[src/mds_bank_store.sv]
`default_nettype none

package mds_pkg;
  localparam int unsigned DATA_W    = 8;
  localparam int unsigned ADDR_W    = 16;
  localparam int unsigned ACC_W     = 40;
  localparam int unsigned ACC_BYTES = 5;
  localparam int unsigned NPARAM    = 8;
  localparam int unsigned NBANK     = 2;
  // low address byte decode
  localparam logic [7:0] OFS_CTL    = 8'h00;
  localparam logic [7:0] OFS_PARAM0 = 8'h00;
  localparam logic [7:0] OFS_ACC0   = 8'h08;
  localparam logic [7:0] OFS_ACC4   = 8'h0C;
  localparam logic [7:0] OFS_STAT   = 8'h0D;
  // upper address byte marking the last transfer of a block
  localparam logic [7:0] FINAL_HI   = 8'h01;
  localparam logic [7:0] FORCE_SWAP = 8'h80;
  localparam int unsigned STAT_HOST_LSB = 0;
  localparam int unsigned STAT_EXEC_LSB = 2;
  localparam logic [7:0]  RD_ZERO       = 8'h00;
  localparam logic [3:0]  STAT_PAD      = 4'h0;

  typedef enum logic [1:0] {
    HB_EMPTY = 2'b00,
    HB_READY = 2'b01,
    HB_DONE  = 2'b11
  } mds_host_e;

  typedef enum logic [1:0] {
    EB_EMPTY = 2'b00,
    EB_BUSY  = 2'b10,
    EB_DONE  = 2'b11
  } mds_exec_e;

  // accumulator byte decode, used by read and write paths
  function automatic logic mds_is_acc(input logic [7:0] ofs);
    mds_is_acc = (ofs >= OFS_ACC0) && (ofs <= OFS_ACC4);
  endfunction : mds_is_acc
endpackage : mds_pkg

// two banks of parameters and accumulators, selected by host_sel
module mds_bank_store
  import mds_pkg::*;
#(
  parameter int unsigned PW = DATA_W
) (
  input  wire logic                  core_clk,
  input  wire logic                  arst_n,
  input  wire logic                  host_sel,
  input  wire logic                  par_we,
  input  wire logic [2:0]            par_idx,
  input  wire logic [PW-1:0]         wdata,
  input  wire logic                  acc_we,
  input  wire logic [2:0]            acc_idx,
  input  wire logic                  acc_clr,
  input  wire logic                  exec_acc_we,
  input  wire logic [ACC_W-1:0]      exec_acc_d,
  output logic      [NPARAM*PW-1:0]  host_par,
  output logic      [ACC_W-1:0]      host_acc,
  output logic      [NPARAM*PW-1:0]  exec_par,
  output logic      [ACC_W-1:0]      exec_acc
);
  logic [NPARAM*PW-1:0] par_q [NBANK];
  logic [ACC_W-1:0]     acc_q [NBANK];

  genvar b;
  generate
    for (b = 0; b < NBANK; b++) begin : g_bank
      // each bank keeps its own parameter set and accumulator
      always_ff @(posedge core_clk or negedge arst_n) begin
        if (!arst_n) begin
          par_q[b] <= '0;
        end else if (par_we && (host_sel == 1'(b))) begin
          par_q[b][par_idx*PW +: PW] <= wdata;
        end
      end

      // host side loads bytes, execution side writes whole sums
      always_ff @(posedge core_clk or negedge arst_n) begin
        if (!arst_n) begin
          acc_q[b] <= '0;
        end else if (host_sel == 1'(b)) begin
          if (acc_clr) begin
            acc_q[b] <= '0;
          end else if (acc_we) begin
            acc_q[b][acc_idx*8 +: 8] <= wdata[7:0];
          end
        end else if (exec_acc_we) begin
          acc_q[b] <= exec_acc_d;
        end
      end
    end
  endgenerate

  // bank views
  assign host_par = par_q[host_sel];
  assign host_acc = acc_q[host_sel];
  assign exec_par = par_q[~host_sel];
  assign exec_acc = acc_q[~host_sel];
endmodule : mds_bank_store

`default_nettype wire

[src/mds_sequencer.sv]
`default_nettype none

module mds_sequencer
  import mds_pkg::*;
(
  input  wire logic                     core_clk,
  input  wire logic                     arst_n,
  input  wire logic [ADDR_W-1:0]        io_addr,
  input  wire logic [DATA_W-1:0]        io_wdata,
  input  wire logic                     io_wr,
  input  wire logic                     io_rd,
  output logic      [DATA_W-1:0]        io_rdata,
  output logic                          execution_bank_start,
  input  wire logic                     execution_bank_done,
  input  wire logic                     acc_upd_valid,
  input  wire logic [ACC_W-1:0]         acc_upd_value,
  output logic      [NPARAM*DATA_W-1:0] exec_params,
  output logic      [ACC_W-1:0]         exec_acc
);
  mds_host_e host_q;
  mds_host_e host_d;
  mds_exec_e exec_q;
  mds_exec_e exec_d;
  logic      host_sel_q;
  logic      swap;
  logic      start_q;
  logic [7:0]  lo;
  logic        fin;
  logic        wr_acc;
  logic        wr_ctl_fin;
  logic        define;
  logic        force_sw;
  logic        release_done;
  logic        done_evt;
  logic [NPARAM*DATA_W-1:0] host_par;
  logic [ACC_W-1:0]         host_acc;

  // address decode
  assign lo         = io_addr[7:0];
  assign fin        = (io_addr[15:8] == FINAL_HI);
  assign wr_acc     = io_wr && mds_is_acc(lo);
  assign wr_ctl_fin = io_wr && (lo == OFS_CTL) && fin;
  assign define     = wr_ctl_fin || (wr_acc && fin) || (io_wr && lo == OFS_ACC4);
  assign force_sw   = io_wr && (lo == OFS_STAT) && (io_wdata == FORCE_SWAP);
  assign done_evt   = (exec_q == EB_BUSY) && execution_bank_done;
  // result release from a finished host bank
  assign release_done = (io_rd && lo == OFS_ACC4) ||
                        (io_rd && mds_is_acc(lo) && fin) ||
                        (io_wr && lo != OFS_STAT &&
                         (mds_is_acc(lo) || lo < OFS_ACC0));

  // next bank states and swap decision
  always_comb begin
    host_d = host_q;
    exec_d = exec_q;
    swap   = 1'b0;
    case (host_q)
      HB_EMPTY: begin
        case (exec_q)
          EB_EMPTY: begin
            if (define) begin
              swap   = 1'b1;
              exec_d = EB_BUSY;
            end
          end
          EB_BUSY: begin
            if (define && done_evt) begin
              swap   = 1'b1;
              host_d = HB_DONE;
            end else if (define) begin
              host_d = HB_READY;
            end else if (done_evt) begin
              exec_d = EB_DONE;
            end
          end
          EB_DONE: begin
            if (define) begin
              swap   = 1'b1;
              host_d = HB_DONE;
              exec_d = EB_BUSY;
            end else if (force_sw) begin
              swap   = 1'b1;
              host_d = HB_DONE;
              exec_d = EB_EMPTY;
            end
          end
          default: exec_d = EB_EMPTY;
        endcase
      end
      HB_READY: begin
        if (done_evt) begin
          swap   = 1'b1;
          host_d = HB_DONE;
        end
      end
      HB_DONE: begin
        if (release_done) begin
          host_d = HB_EMPTY;
        end
        if (done_evt) begin
          exec_d = EB_DONE;
        end
      end
      default: host_d = HB_EMPTY;
    endcase
  end

  // bank state registers
  always_ff @(posedge core_clk or negedge arst_n) begin
    if (!arst_n) begin
      host_q <= HB_EMPTY;
      exec_q <= EB_EMPTY;
    end else begin
      host_q <= host_d;
      exec_q <= exec_d;
    end
  end

  // bank role selector, flipped on every swap
  always_ff @(posedge core_clk or negedge arst_n) begin
    if (!arst_n) begin
      host_sel_q <= 1'b0;
    end else if (swap) begin
      host_sel_q <= ~host_sel_q;
    end
  end

  // start pulse whenever a swap hands a calculation to execution
  always_ff @(posedge core_clk or negedge arst_n) begin
    if (!arst_n) begin
      start_q <= 1'b0;
    end else begin
      start_q <= swap && (exec_d == EB_BUSY);
    end
  end
  assign execution_bank_start = start_q;

  // storage for both banks
  mds_bank_store #(
    .PW (DATA_W)
  ) u_store (
    .core_clk    (core_clk),
    .arst_n      (arst_n),
    .host_sel    (host_sel_q),
    .par_we      (io_wr && lo < OFS_ACC0),
    .par_idx     (lo[2:0]),
    .wdata       (io_wdata),
    .acc_we      (wr_acc),
    .acc_idx     (3'(lo - OFS_ACC0)),
    .acc_clr     (wr_ctl_fin),
    .exec_acc_we (acc_upd_valid && exec_q == EB_BUSY),
    .exec_acc_d  (acc_upd_value),
    .host_par    (host_par),
    .host_acc    (host_acc),
    .exec_par    (exec_params),
    .exec_acc    (exec_acc)
  );

  // read data, registered; only the host bank is visible
  always_ff @(posedge core_clk or negedge arst_n) begin
    if (!arst_n) begin
      io_rdata <= RD_ZERO;
    end else if (io_rd) begin
      if (lo == OFS_STAT) begin
        io_rdata <= {STAT_PAD, exec_q, host_q};
      end else if (mds_is_acc(lo)) begin
        io_rdata <= host_acc[3'(lo - OFS_ACC0)*8 +: 8];
      end else if (lo < OFS_ACC0) begin
        io_rdata <= host_par[lo[2:0]*DATA_W +: DATA_W];
      end else begin
        io_rdata <= RD_ZERO;
      end
    end
  end

  // checks
  property p_no_invalid;
    @(posedge core_clk) disable iff (!arst_n)
      (host_q != 2'b10) && (exec_q != 2'b01);
  endproperty
  a_no_invalid: assert property (p_no_invalid) else $error("invalid bank code");

  property p_stat_read_quiet;
    @(posedge core_clk) disable iff (!arst_n)
      (io_rd && !io_wr && lo == OFS_STAT && !execution_bank_done) |=> $stable(host_q) && $stable(exec_q);
  endproperty
  a_stat_read_quiet: assert property (p_stat_read_quiet)
    else $error("status read changed state");

  property p_both_empty_swap;
    @(posedge core_clk) disable iff (!arst_n)
      (host_q == HB_EMPTY && exec_q == EB_EMPTY && define)
        |=> (exec_q == EB_BUSY && host_q == HB_EMPTY && execution_bank_start &&
             host_sel_q != $past(host_sel_q));
  endproperty
  a_both_empty_swap: assert property (p_both_empty_swap)
    else $error("no swap from empty");

  property p_ready_on_define;
    @(posedge core_clk) disable iff (!arst_n)
      (host_q == HB_EMPTY && exec_q == EB_BUSY && define && !execution_bank_done)
        |=> (host_q == HB_READY && $stable(host_sel_q));
  endproperty
  a_ready_on_define: assert property (p_ready_on_define) else $error("host not ready");

  property p_finish_no_swap;
    @(posedge core_clk) disable iff (!arst_n)
      (host_q == HB_EMPTY && exec_q == EB_BUSY && execution_bank_done && !define)
        |=> (exec_q == EB_DONE && $stable(host_sel_q));
  endproperty
  a_finish_no_swap: assert property (p_finish_no_swap) else $error("finish mishandled");

  property p_force_swap;
    @(posedge core_clk) disable iff (!arst_n)
      (host_q == HB_EMPTY && exec_q == EB_DONE && force_sw && !define)
        |=> (host_q == HB_DONE && exec_q == EB_EMPTY && host_sel_q != $past(host_sel_q));
  endproperty
  a_force_swap: assert property (p_force_swap) else $error("forced swap failed");

  property p_ready_swap;
    @(posedge core_clk) disable iff (!arst_n)
      (host_q == HB_READY && execution_bank_done)
        |=> (host_q == HB_DONE && exec_q == EB_BUSY && execution_bank_start) ##1 !execution_bank_start;
  endproperty
  a_ready_swap: assert property (p_ready_swap) else $error("ready swap failed");

  property p_release;
    @(posedge core_clk) disable iff (!arst_n)
      (host_q == HB_DONE && io_rd && lo == OFS_ACC4) |=> (host_q == HB_EMPTY);
  endproperty
  a_release: assert property (p_release) else $error("result not released");

  property p_define_after_done;
    @(posedge core_clk) disable iff (!arst_n)
      (host_q == HB_EMPTY && exec_q == EB_DONE && define)
        |=> (host_q == HB_DONE && exec_q == EB_BUSY);
  endproperty
  a_define_after_done: assert property (p_define_after_done)
    else $error("define swap failed");

  property p_stat_layout;
    @(posedge core_clk) disable iff (!arst_n)
      (io_rd && lo == OFS_STAT) |=> (io_rdata == {STAT_PAD, $past(exec_q), $past(host_q)});
  endproperty
  a_stat_layout: assert property (p_stat_layout) else $error("status layout wrong");

  property p_acc_read_host;
    @(posedge core_clk) disable iff (!arst_n)
      (io_rd && lo == OFS_ACC4) |=> (io_rdata == $past(host_acc[ACC_W-1 -: DATA_W]));
  endproperty
  a_acc_read_host: assert property (p_acc_read_host) else $error("wrong bank read");

  property p_release_final;
    @(posedge core_clk) disable iff (!arst_n)
      (host_q == HB_DONE && io_rd && fin && mds_is_acc(lo)) |=> (host_q == HB_EMPTY);
  endproperty
  a_release_final: assert property (p_release_final) else $error("final read kept");

  property p_release_write;
    @(posedge core_clk) disable iff (!arst_n)
      (host_q == HB_DONE && io_wr && lo < OFS_ACC0) |=> (host_q == HB_EMPTY);
  endproperty
  a_release_write: assert property (p_release_write) else $error("write kept result");

  property p_stat_write_keep;
    @(posedge core_clk) disable iff (!arst_n)
      (io_wr && lo == OFS_STAT && io_wdata != FORCE_SWAP && !execution_bank_done)
        |=> $stable(host_q) && $stable(exec_q) && $stable(host_sel_q);
  endproperty
  a_stat_write_keep: assert property (p_stat_write_keep)
    else $error("status write acted");

  property p_ctl_clear;
    @(posedge core_clk) disable iff (!arst_n)
      (wr_ctl_fin && exec_q == EB_BUSY && !execution_bank_done) |=> (host_acc == '0);
  endproperty
  a_ctl_clear: assert property (p_ctl_clear) else $error("accumulator not cleared");

  property p_exec_update;
    @(posedge core_clk) disable iff (!arst_n)
      (acc_upd_valid && exec_q == EB_BUSY && !execution_bank_done)
        |=> (exec_acc == $past(acc_upd_value));
  endproperty
  a_exec_update: assert property (p_exec_update) else $error("sum not stored");
endmodule : mds_sequencer

`default_nettype wire

[config.mk]
export PLATFORM = sky130hd
export DESIGN_NAME = mds_sequencer
export DESIGN_NICKNAME = d
export VERILOG_FILES = /design/src/mds_bank_store.sv /design/src/mds_sequencer.sv
export SDC_FILE = /design/constraint.sdc
export NUM_CORES = 1
export LEC_CHECK = 0
export BUFFER_PORTS_ARGS = -buffer_cell sky130_fd_sc_hd__buf_2
export CAP_MARGIN = 0
export CELL_PAD_IN_SITES_DETAIL_PLACEMENT = 0
export CELL_PAD_IN_SITES_GLOBAL_PLACEMENT = 2
export CORE_UTILIZATION = 25
export DETAILED_ROUTE_END_ITERATION = 7
export GPL_ROUTABILITY_DRIVEN = 0
export PLACE_DENSITY_LB_ADDON = 0.25
export SYNTH_ARGS = -nofsm -noshare
export SYNTH_HDL_FRONTEND = slang
export SYNTH_SLANG_ARGS = --single-unit
[constraint.sdc]
create_clock -name core_clk -period 2.92 [get_ports core_clk]
set_input_delay 0.146 -clock core_clk [delete_from_list [all_inputs] [get_ports core_clk]]
set_output_delay 0.146 -clock core_clk [all_outputs]
set_load 0.01 [all_outputs]
# [Yosys cells after proc, flatten, opt, wreduce, memory -nomap -nowiden]
# Cells that the tools add are included.
[totals] register_bits=222 inputBits=70 out_inout_bits=113 wordCells=125
[op_classes] n_addsub=3 order_cmp=5 n_eq_ne=17 shift=6 mux=49 bitwise=3 n_reduce_logical=33
[ops] op="40-bit 2-to-1 mux" count=13
[ops] op="64-bit 2-to-1 mux" count=6
[ops] op="64-bit bitwise mux" count=2
[ops] op="40-bit bitwise mux" count=2
[ops] op="6-bit negator with 34-bit output" count=2
[ops] op="8-bit by 34-bit variable shift with 64-bit output (first input constant)" count=1
[ops] op="64-bit by 7-bit indexed part select with 8-bit output" count=1
[ops] op="8-bit by 34-bit indexed part select with 64-bit output" count=1
[ops] op="8-bit by 34-bit variable shift with 40-bit output (first input constant)" count=1
[ops] op="40-bit by 7-bit indexed part select with 8-bit output" count=1
[ops] op="8-bit by 34-bit indexed part select with 40-bit output" count=1
[ops] op="2-bit 2-to-1 mux" count=12
[ops] op="8-bit 2-to-1 mux" count=3
[ops] op="1-bit logical AND" count=20
[ops] op="8-bit by 4-bit == test with 1-bit output (second input constant)" count=2
[ops] op="2-bit case mux with 3 select lines" count=2
[ops] op="2-bit == test (second input constant)" count=4
[ops] op="8-bit by 1-bit == test with 1-bit output (second input constant)" count=1
[ops] op="8-bit == test (second input constant)" count=1
[ops] op="8-bit by 4-bit >= comparator with 1-bit output (second input constant)" count=1
[ops] op="8-bit by 4-bit <= comparator with 1-bit output (second input constant)" count=1
[ops] op="8-bit zero test" count=1
[ops] op="8-bit by 4-bit < comparator with 1-bit output (second input constant)" count=1
[ops] op="4-bit inequality test (second input constant)" count=2
[ops] op="other kinds (20)" count=34

# [Longest topological paths before layout]
# Gate-level depths: netlist (run 1).
[logic_depth] depth_word=12 depth_mapped=13 depth_no_buf=8

# [Modules after synthesis]
# From an unflattened synthesis (run 1), not the netlist that was laid out.
[hier_totals] cells_unflattened=1094 hier_area_um2=13590.5
[by_module_without_submodules] mod="mds_bank_store" instances=1 cells_per_inst=921 area_each_um2=11846.4 seq_area_each_um2=5205.0
[by_module_without_submodules] mod="mds_sequencer" instances=1 cells_per_inst=173 area_each_um2=1744.2 seq_area_each_um2=350.3

# [Worst setup path before layout (run 1)]
# No wires, ideal clock.
[synth_timing] path_kind="input port to flip-flop" start="input port io_addr[1]" end="register u_store.acc_q[42] in the netlist's numbering" setup_time_ns=0.127 t_arrival_ns=2.973 required_time_ns=2.793 slack_ns=-0.181 path_stages=11 path_buffers=4 path_cell_list="buf_2 > inv_1 > buf_2 > clkbuf_1 > ha_1 > ha_1 > clkbuf_1 > nor4b_4 > and3_1 > o21ai_2 > mux2_1"
[synth_via] elab_chain_len=7 elab_cells_between_ends=17 classes_between="add/sub: 2; order compare: 2; shift: 2; mux: 4; reduce/logical: 7"
[synth_rtl] element="from (decl)" line="mds_sequencer.sv:8" text="input wire logic [ADDR_W-1:0] io_addr,"
[synth_rtl] element="3-bit by 1-bit subtractor with 3-bit output" line="mds_sequencer.sv:149" text=".acc_idx (3'(lo - OFS_ACC0)),"
[synth_rtl] element="6-bit negator with 34-bit output" line="mds_bank_store.sv:87" text="acc_q[b][acc_idx*8 +: 8] <= wdata[7:0];"
[synth_rtl] element="8-bit by 34-bit indexed part select with 40-bit output or 8-bit by 34-bit variable shift with 40-bit output (tied branches)" line="mds_bank_store.sv:87"
[synth_rtl] element="40-bit bitwise mux" line="mds_bank_store.sv:87"
[synth_rtl] element="40-bit 2-to-1 mux" line="mds_bank_store.sv:86" text="end else if (acc_we) begin"
[synth_rtl] element="40-bit 2-to-1 mux" line="mds_bank_store.sv:84" text="if (acc_clr) begin"
[synth_rtl] element="40-bit 2-to-1 mux" line="mds_bank_store.sv:83" text="end else if (host_sel == 1'(b)) begin"
[synth_rtl] element="to (signal, indexed assignment)" line="mds_bank_store.sv:87"
[synth_rtl] element="to (decl)" line="mds_bank_store.sv:65" text="logic [ACC_W-1:0] acc_q [NBANK];"
# Several ways; a longest one is shown, not always the timed one. The select of a mux whose other input is x is not followed.
# A chain may end at the register's enable or synchronous reset.

# [Final worst setup path (run 1)]
[layout_timing] start="register host_sel_q" end="output port exec_acc[37]"
[layout_via] elab_chain_len=5
[layout_rtl] element="from (decl)" line="mds_sequencer.sv:24" text="logic host_sel_q;"
[layout_rtl] element="from (signal assigned)" line="mds_sequencer.sv:124" text="host_sel_q <= ~host_sel_q;"
[layout_rtl] element="1-bit NOT"
[layout_rtl] element="1-bit NOT with 2-bit output" line="mds_bank_store.sv:100" text="assign exec_acc = acc_q[~host_sel];"
[layout_rtl] element="40-bit 2-to-1 mux (implied by the code) (3 in series)" line="mds_bank_store.sv:100"
[layout_rtl] element="to (decl)" line="mds_sequencer.sv:18" text="output logic [ACC_W-1:0] exec_acc"
# Every way passes these cells. The select of a mux whose other input is x is not followed.

==> flow_summary.toml, run 1 <==
[floorplanning]
io-pin-count = 183
dieArea_mm2 = 0.05257
die_y_um = 229.3
start_util_pct = 25.53
dieWidth_um = 229.3
rows = 82
fp.coreArea_mm2 = 0.05058

[clock_network]
cts_setup_buffers = 0
postCtsHoldBufs = 33
cts.sinks = 222
root_buffer = "clkbuf_16"
clockBufferDepth = 3
cts_tree = "done"
clk_pin_slew_ns = 0.06
post_cts_resized = 0
clock_latency_ns = 0.57
cts_buffers = 28
htree_num_levels = 1

[detailed_routing]
via_per_inst = 4.982
drt_wl_total_mm = 48.93
wl_per_cell_um = 23.57
dr.pass1.iters = 5
drcViolationCount = 0
drt_iter0_drc = 658
vias = 10340
ant_nets = 0

[timing]
finalWorstSetupSlack_ns = 0.4359
maxSlewViolCount = 0
max_slew_margin_pct = 33.37
rsz0062_at_grt = "false"
finalClockSkew_ns = 0.02184
fmax_ghz = 0.4026
worst_slew_pin_slew_ns = 0.9950
setup_viol = 0
fin_crit_sh_pct = 85.07
tns_ns = 0
finalHoldViolCount = 0
fin_crit_ns = 2.484

[global_route]
grt_first_pass_wirelength_mm = 71.84
grt_overflow = 0
grt_use_total_pct = 18.47
grt_max_degree = 76
antenna_found_initial = 0
grt_pass1_vias = 10400

[cells_and_area]
antenna_cells = 0
seq_area_mm2 = 0.005559
final_layout_size_suffix_gt1_share_pct = 41.24
nets = 1460
area_delta_synth_final_pct = 25.03
multi_input_area_mm2 = 0.006855
fillCellCount = 5239

[pwr]
peakVddDrop_mv = 0.4190
p_leak_nw = 7.622
cellPowerDensity_mw_per_mm2 = 512.5

[synthesis]
synth_most_common_cell = "dfrtp_1"
yosysWarnings = 0
synth_top_area_cell = "dfrtp_1"
syn_avg_cell_area_um2 = 11.09
ys_async_sr_fraction_pct = 100.0
syn_area_mm2 = 0.01291
ys_top_cells_by_area = "dfrtp_1 (43%), mux2_2 (18%), mux4_2 (9.1%), nand2_1 (5.7%), o21ai_0 (4.0%)"
seq_area_frac_synth_pct = 43.02
synth_nets = 1242
yosysTopAreaCellShare_pct = 43.02
synthFlopType = "dfrtp_1"
ys_ff_latch = 222
synthesis.instances = 1164
ys_top_cells_by_count = "dfrtp_1 (222), mux2_2 (209), nand2_1 (196), o21ai_0 (103), mux4_2 (52)"
synth_edf_count = 0
ys_types = 63

[placed_design]
port-buffer-count = 182
dp_slack_ns = 0.1879
dp_hpwl_mm = 35.73

[setup_path]
path_cells = "buf_12, buf_12, mux2_2, buf_2"
cp_slowest_cell = "dfrtp_4"
cp_max_fo = 57
startpoint_type = "register"
crit_path_max_incr_delay_ns = 0.58
cp_data_required_time_ns = 2.77
cp_common_cell = "buf_12"
crit_type = "register to output port"
cp.arrival_ns = 2.34
worstSetupEndpointType = "output port"

[run]
max_cap_viol_count = 0

[worst_hold_path]
hp-class = "input pin to register"

[run_status]
status = "completed"
critical path, delay by kind of cell (launching register included):
family / cells / cell delay [ns]
buf+inv: 3 / 0.72
flops: 1 / 0.58
mux: 1 / 0.43
routing by layer:
layer	track usage (%)	wire [µm]
met1	25.84	22690
met3	3.959	2766
met4	3.875	974
met5	0	0
met2	29.17	22500
metrics by stage:
stage | hold slack (ns) | power [mW] | utilization [%] | cells | instance area, µm²
floorplan | -0.1496 | 4.126 | - | 1164 | 12920
global placement | 0.2550 | 4.703 | 29.38 | 1991 | 14860
detailed placement | 0.2520 | 4.705 | 29.38 | 1991 | 14860
CTS | 0.001249 | 8.388 | 31.92 | 2076 | 16150
global route | 0.03281 | 8.620 | 31.92 | 2076 | 16150
finish | 0.02103 | 8.274 | 31.92 | 2076 | 16150
cell type report:
type	count	area share, %
Clock buffer	32	4.681
Inverter	38	0.8834
Sequential cell	222	34.43
Clock inverter	20	1.232
Timing Repair Buffer	274	11.11
Multi-Input combinational cell	818	42.46
Tap cell	672	5.208
cell families (layout without fill, tap and decap cells):
logic type | count (synthesis) | in the layout | share of synthesized area, %
adder cells (fa/ha/maj) | 8 | 8 | 0.7751
buffers and inverters | 124 | 364 | 3.943
flip-flops | 222 | 222 | 43.02
multiplexers | 288 | 288 | 29.40
AO/OA/AOI/OAI | 251 | 251 | 13.12
AND/OR/NAND/NOR | 271 | 271 | 9.747
sequential cells by signal, indices dropped and copies added (netlist names):
signal / cells
host_q: 2
host_sel_q: 1
execution_bank_start: 1
exec_q: 2
u_store.par_q: 128
io_rdata: 8
u_store.acc_q: 80
power breakdown:
| group | switching, mW | internal, mW |
|---|---|---|
| Clock | 1.48 | 2.12 |
| Combinational | 0.731 | 0.580 |
| Sequential | 0.119 | 3.24 |
| Total | 2.33 | 5.95 |
path summary, 6_finish.rpt:
kind / startpoint / endpoint / slack, ns / depth (start not counted)
setup / recovery: host_sel_q / exec_acc[37] / 0.44 / 4
setup reg to reg: host_sel_q / u_store.par_q[62] / 0.47 / 6
min in group asynchronous: arst_n / exec_q[0] / 0.18 / 2
hold / removal: acc_upd_value[35] / u_store.acc_q[35] / 0.02 / 4
max in group asynchronous: arst_n / u_store.par_q[49] / 1.92 / 3
hold reg to reg: u_store.par_q[125] / u_store.par_q[125] / 0.50 / 2
cell usage in the layout (no fill, tap or decap), types with 4 or more instances in the layout:
master | Yosys | final
buf_2 | 34 | 181
dlygate4sd3_1 | 0 | 33
nor2b_1 | 5 | 5
nor3_1 | 8 | 8
o21ai_0 | 103 | 103
nand3_1 | 18 | 18
dfrtp_1 | 222 | 221
o221ai_1 | 4 | 4
mux4_2 | 52 | 52
mux2_2 | 209 | 209
mux2i_1 | 26 | 26
a32o_1 | 25 | 25
buf_4 | 0 | 51
buf_12 | 0 | 8
a21oi_1 | 14 | 14
o2bb2ai_1 | 8 | 8
and2_1 | 5 | 5
clkbuf_16 | 0 | 28
inv_1 | 36 | 36
nand2_1 | 196 | 196
nor2_1 | 7 | 7
and3_1 | 11 | 11
ha_1 | 8 | 8
clkbuf_8 | 0 | 5
o22ai_1 | 31 | 31
o211ai_1 | 5 | 5
a2bb2oi_1 | 5 | 5
o221a_2 | 4 | 4
o21ai_2 | 6 | 6
o31ai_1 | 16 | 16
clkinv_2 | 0 | 12
(Power assumes the default switching activity.)
==> run 2: changes to the inputs <==
Settings changed: CTS_CLUSTER_SIZE from default to 25, RECOVER_POWER from default to 25.
==> run 2 against run 1 <==
  * The flow now finishes with violations (capacitance limit, slew limit)
  * Core utilization barely moved
  * Register-to-register slack barely moved
  * Sequential power barely moved
  * Via count did not move
  * Die area did not move
  * Largest cell class unchanged
==> flow_summary.toml, run 2 (same netlist as run 1, synthesis figures left out) <==
[timing]
finalHoldViolCount = 0
fmax_ghz = 0.4026
fin_crit_sh_pct = 85.07
max_slew_margin_pct = -47.36
finalClockSkew_ns = 0.02187
maxSlewViolCount = 73
fin_crit_ns = 2.484
setup_viol = 0
hold_slack_ns = 0.02103
finalWorstSetupSlack_ns = 0.4360
tns_ns = 0
rsz0062_at_grt = "false"
worst_slew_pin_slew_ns = 2.210

[cells_and_area]
final_layout_size_suffix_gt1_share_pct = 41.24
reg_top3 = "u_store.par_q: 128 flops, u_store.acc_q: 80 flops, io_rdata: 8 flops"
area_delta_synth_final_pct = 24.96
nets = 1460
antenna_cells = 0
most-common-layout-cells = "dfrtp_1 (221), mux2_2 (209), nand2_1 (196), buf_2 (181), o21ai_0 (103)"
regMostFlops = "u_store.par_q"
largest_reg_flops = 128
final_common_cell = "dfrtp_1"

[global_route]
grt_use_total_pct = 18.47
grt_overflow = 0
grt_max_degree = 76
grt_first_pass_wirelength_mm = 71.84
grt_pass1_vias = 10400
antenna_found_initial = 0

[floorplanning]
dieWidth_um = 229.3
io-pin-count = 183
die_y_um = 229.3
dieArea_mm2 = 0.05257
start_util_pct = 25.53
fp.coreArea_mm2 = 0.05058
rows = 82

[pwr]
cellPowerDensity_mw_per_mm2 = 512.7
p_leak_nw = 7.619
clockPowerShare_pct = 43.5
peakVddDrop_mv = 0.4190
switching_share_pct = 28.11
p_switching_mw = 2.326
power_frac_seq_pct = 40.7
intPower_mw = 5.948
p_comb_share_pct = 15.8
power_mw = 8.274

[worst_hold_path]
whs_endpoint = "u_store.acc_q[35]"
worstHoldStart = "acc_upd_value[35]"
hp-class = "input pin to register"
holdPathStages = 4

[clock_network]
cts.sinks = 222
root_buffer = "clkbuf_16"
cts_buffers = 28
cts_tree = "done"
htree_num_levels = 1
clock_latency_ns = 0.57
clockBufferDepth = 3
clk_pin_slew_ns = 0.06

[detailed_routing]
drt_wl_total_mm = 48.92
vias = 10340
via_per_inst = 4.982
wl_per_cell_um = 23.57
drcViolationCount = 0
drt_iter0_drc = 658
ant_nets = 0
dr.pass1.iters = 5

[run]
max_cap_viol_count = 1

[run_status]
violations = "capacitance limit, slew limit"
status = "complete, but fails checks"

[setup_path]
startpoint_type = "register"
crit_type = "register to output port"
r2r_slack_ns = 0.47
worstReg2RegStart = "host_sel_q"
worstRegToRegCells = 6
cp_max_fo = 57
cp.arrival_ns = 2.34
cp_data_required_time_ns = 2.77
r2r_end = "u_store.par_q[62]"
worstSetupEndpointType = "output port"

[placed_design]
port-buffer-count = 182
dp_hpwl_mm = 35.73
dp_slack_ns = 0.1879
[run 2: cell count changes in the layout (fill, tap and decap cells not counted)]
cell | previous run | this run
clkbuf_8 | 5 | 4
clkbuf_2 | 0 | 1
[run 2: critical path, stage by stage, from the launching register on]
cell	delay [ns]
dfrtp_4	0.58
buf_12	0.26
buf_12	0.31
mux2_2	0.43
buf_2	0.15
[run 2: repair_timing]
action,in CTS,in global routing
hold buffers,33,0
buffers inserted,0,0
gates resized for setup,0,0
endpoints found under the hold margin,135,0
[run 2: metrics by stage]
step | utilization (%) | std cells | area, µm²
finish | 31.90 | 2076 | 16140
CTS | 31.92 | 2076 | 16150
global placement | 29.38 | 1991 | 14860
detailed placement | 29.38 | 1991 | 14860
floorplan | - | 1164 | 12920
global route | 31.90 | 2076 | 16140
[run 2: worst max-delay path by stage]
stage                           from                 to  slack [ns]  cells past startpoint
after floorplan           io_addr[1]  u_store.acc_q[42]        0.07                     11
after global placement    io_addr[0]  u_store.acc_q[74]        0.19                      9
after detailed placement  io_addr[0]  u_store.acc_q[75]        0.19                      9
after CTS                 host_sel_q       exec_acc[10]        0.42                      4
after global routing      host_sel_q  u_store.par_q[61]        0.17                      5
final                     host_sel_q       exec_acc[37]        0.44                      4
[run 2: area by class of cell]
class,count,area (µm²)
Clock buffer,32,755.7
Clock inverter,20,198.9
Fill cell,5240,34440
Inverter,38,142.6
Multi-Input combinational cell,818,6855
Sequential cell,222,5559
Tap cell,672,840.8
Timing Repair Buffer,274,1784
[run 2: per-layer routing]
metal	vias to the layer above	track usage (%)	share of wire [%]
li1	4772	-	-
met3	45	3.959	5.7
met4	0	3.875	2.0
met5	-	0	0
met1	5234	25.84	46
met2	292	29.17	46
[run 2: power by group through the flow]
stage	combinational, mW	clock [mW]	sequential (mW)
after floorplan	0.748	0	3.38
after global placement	1.29	0	3.41
after detailed placement	1.29	0	3.42
after CTS	1.33	3.70	3.36
after global routing	1.42	3.81	3.39
final	1.31	3.60	3.36
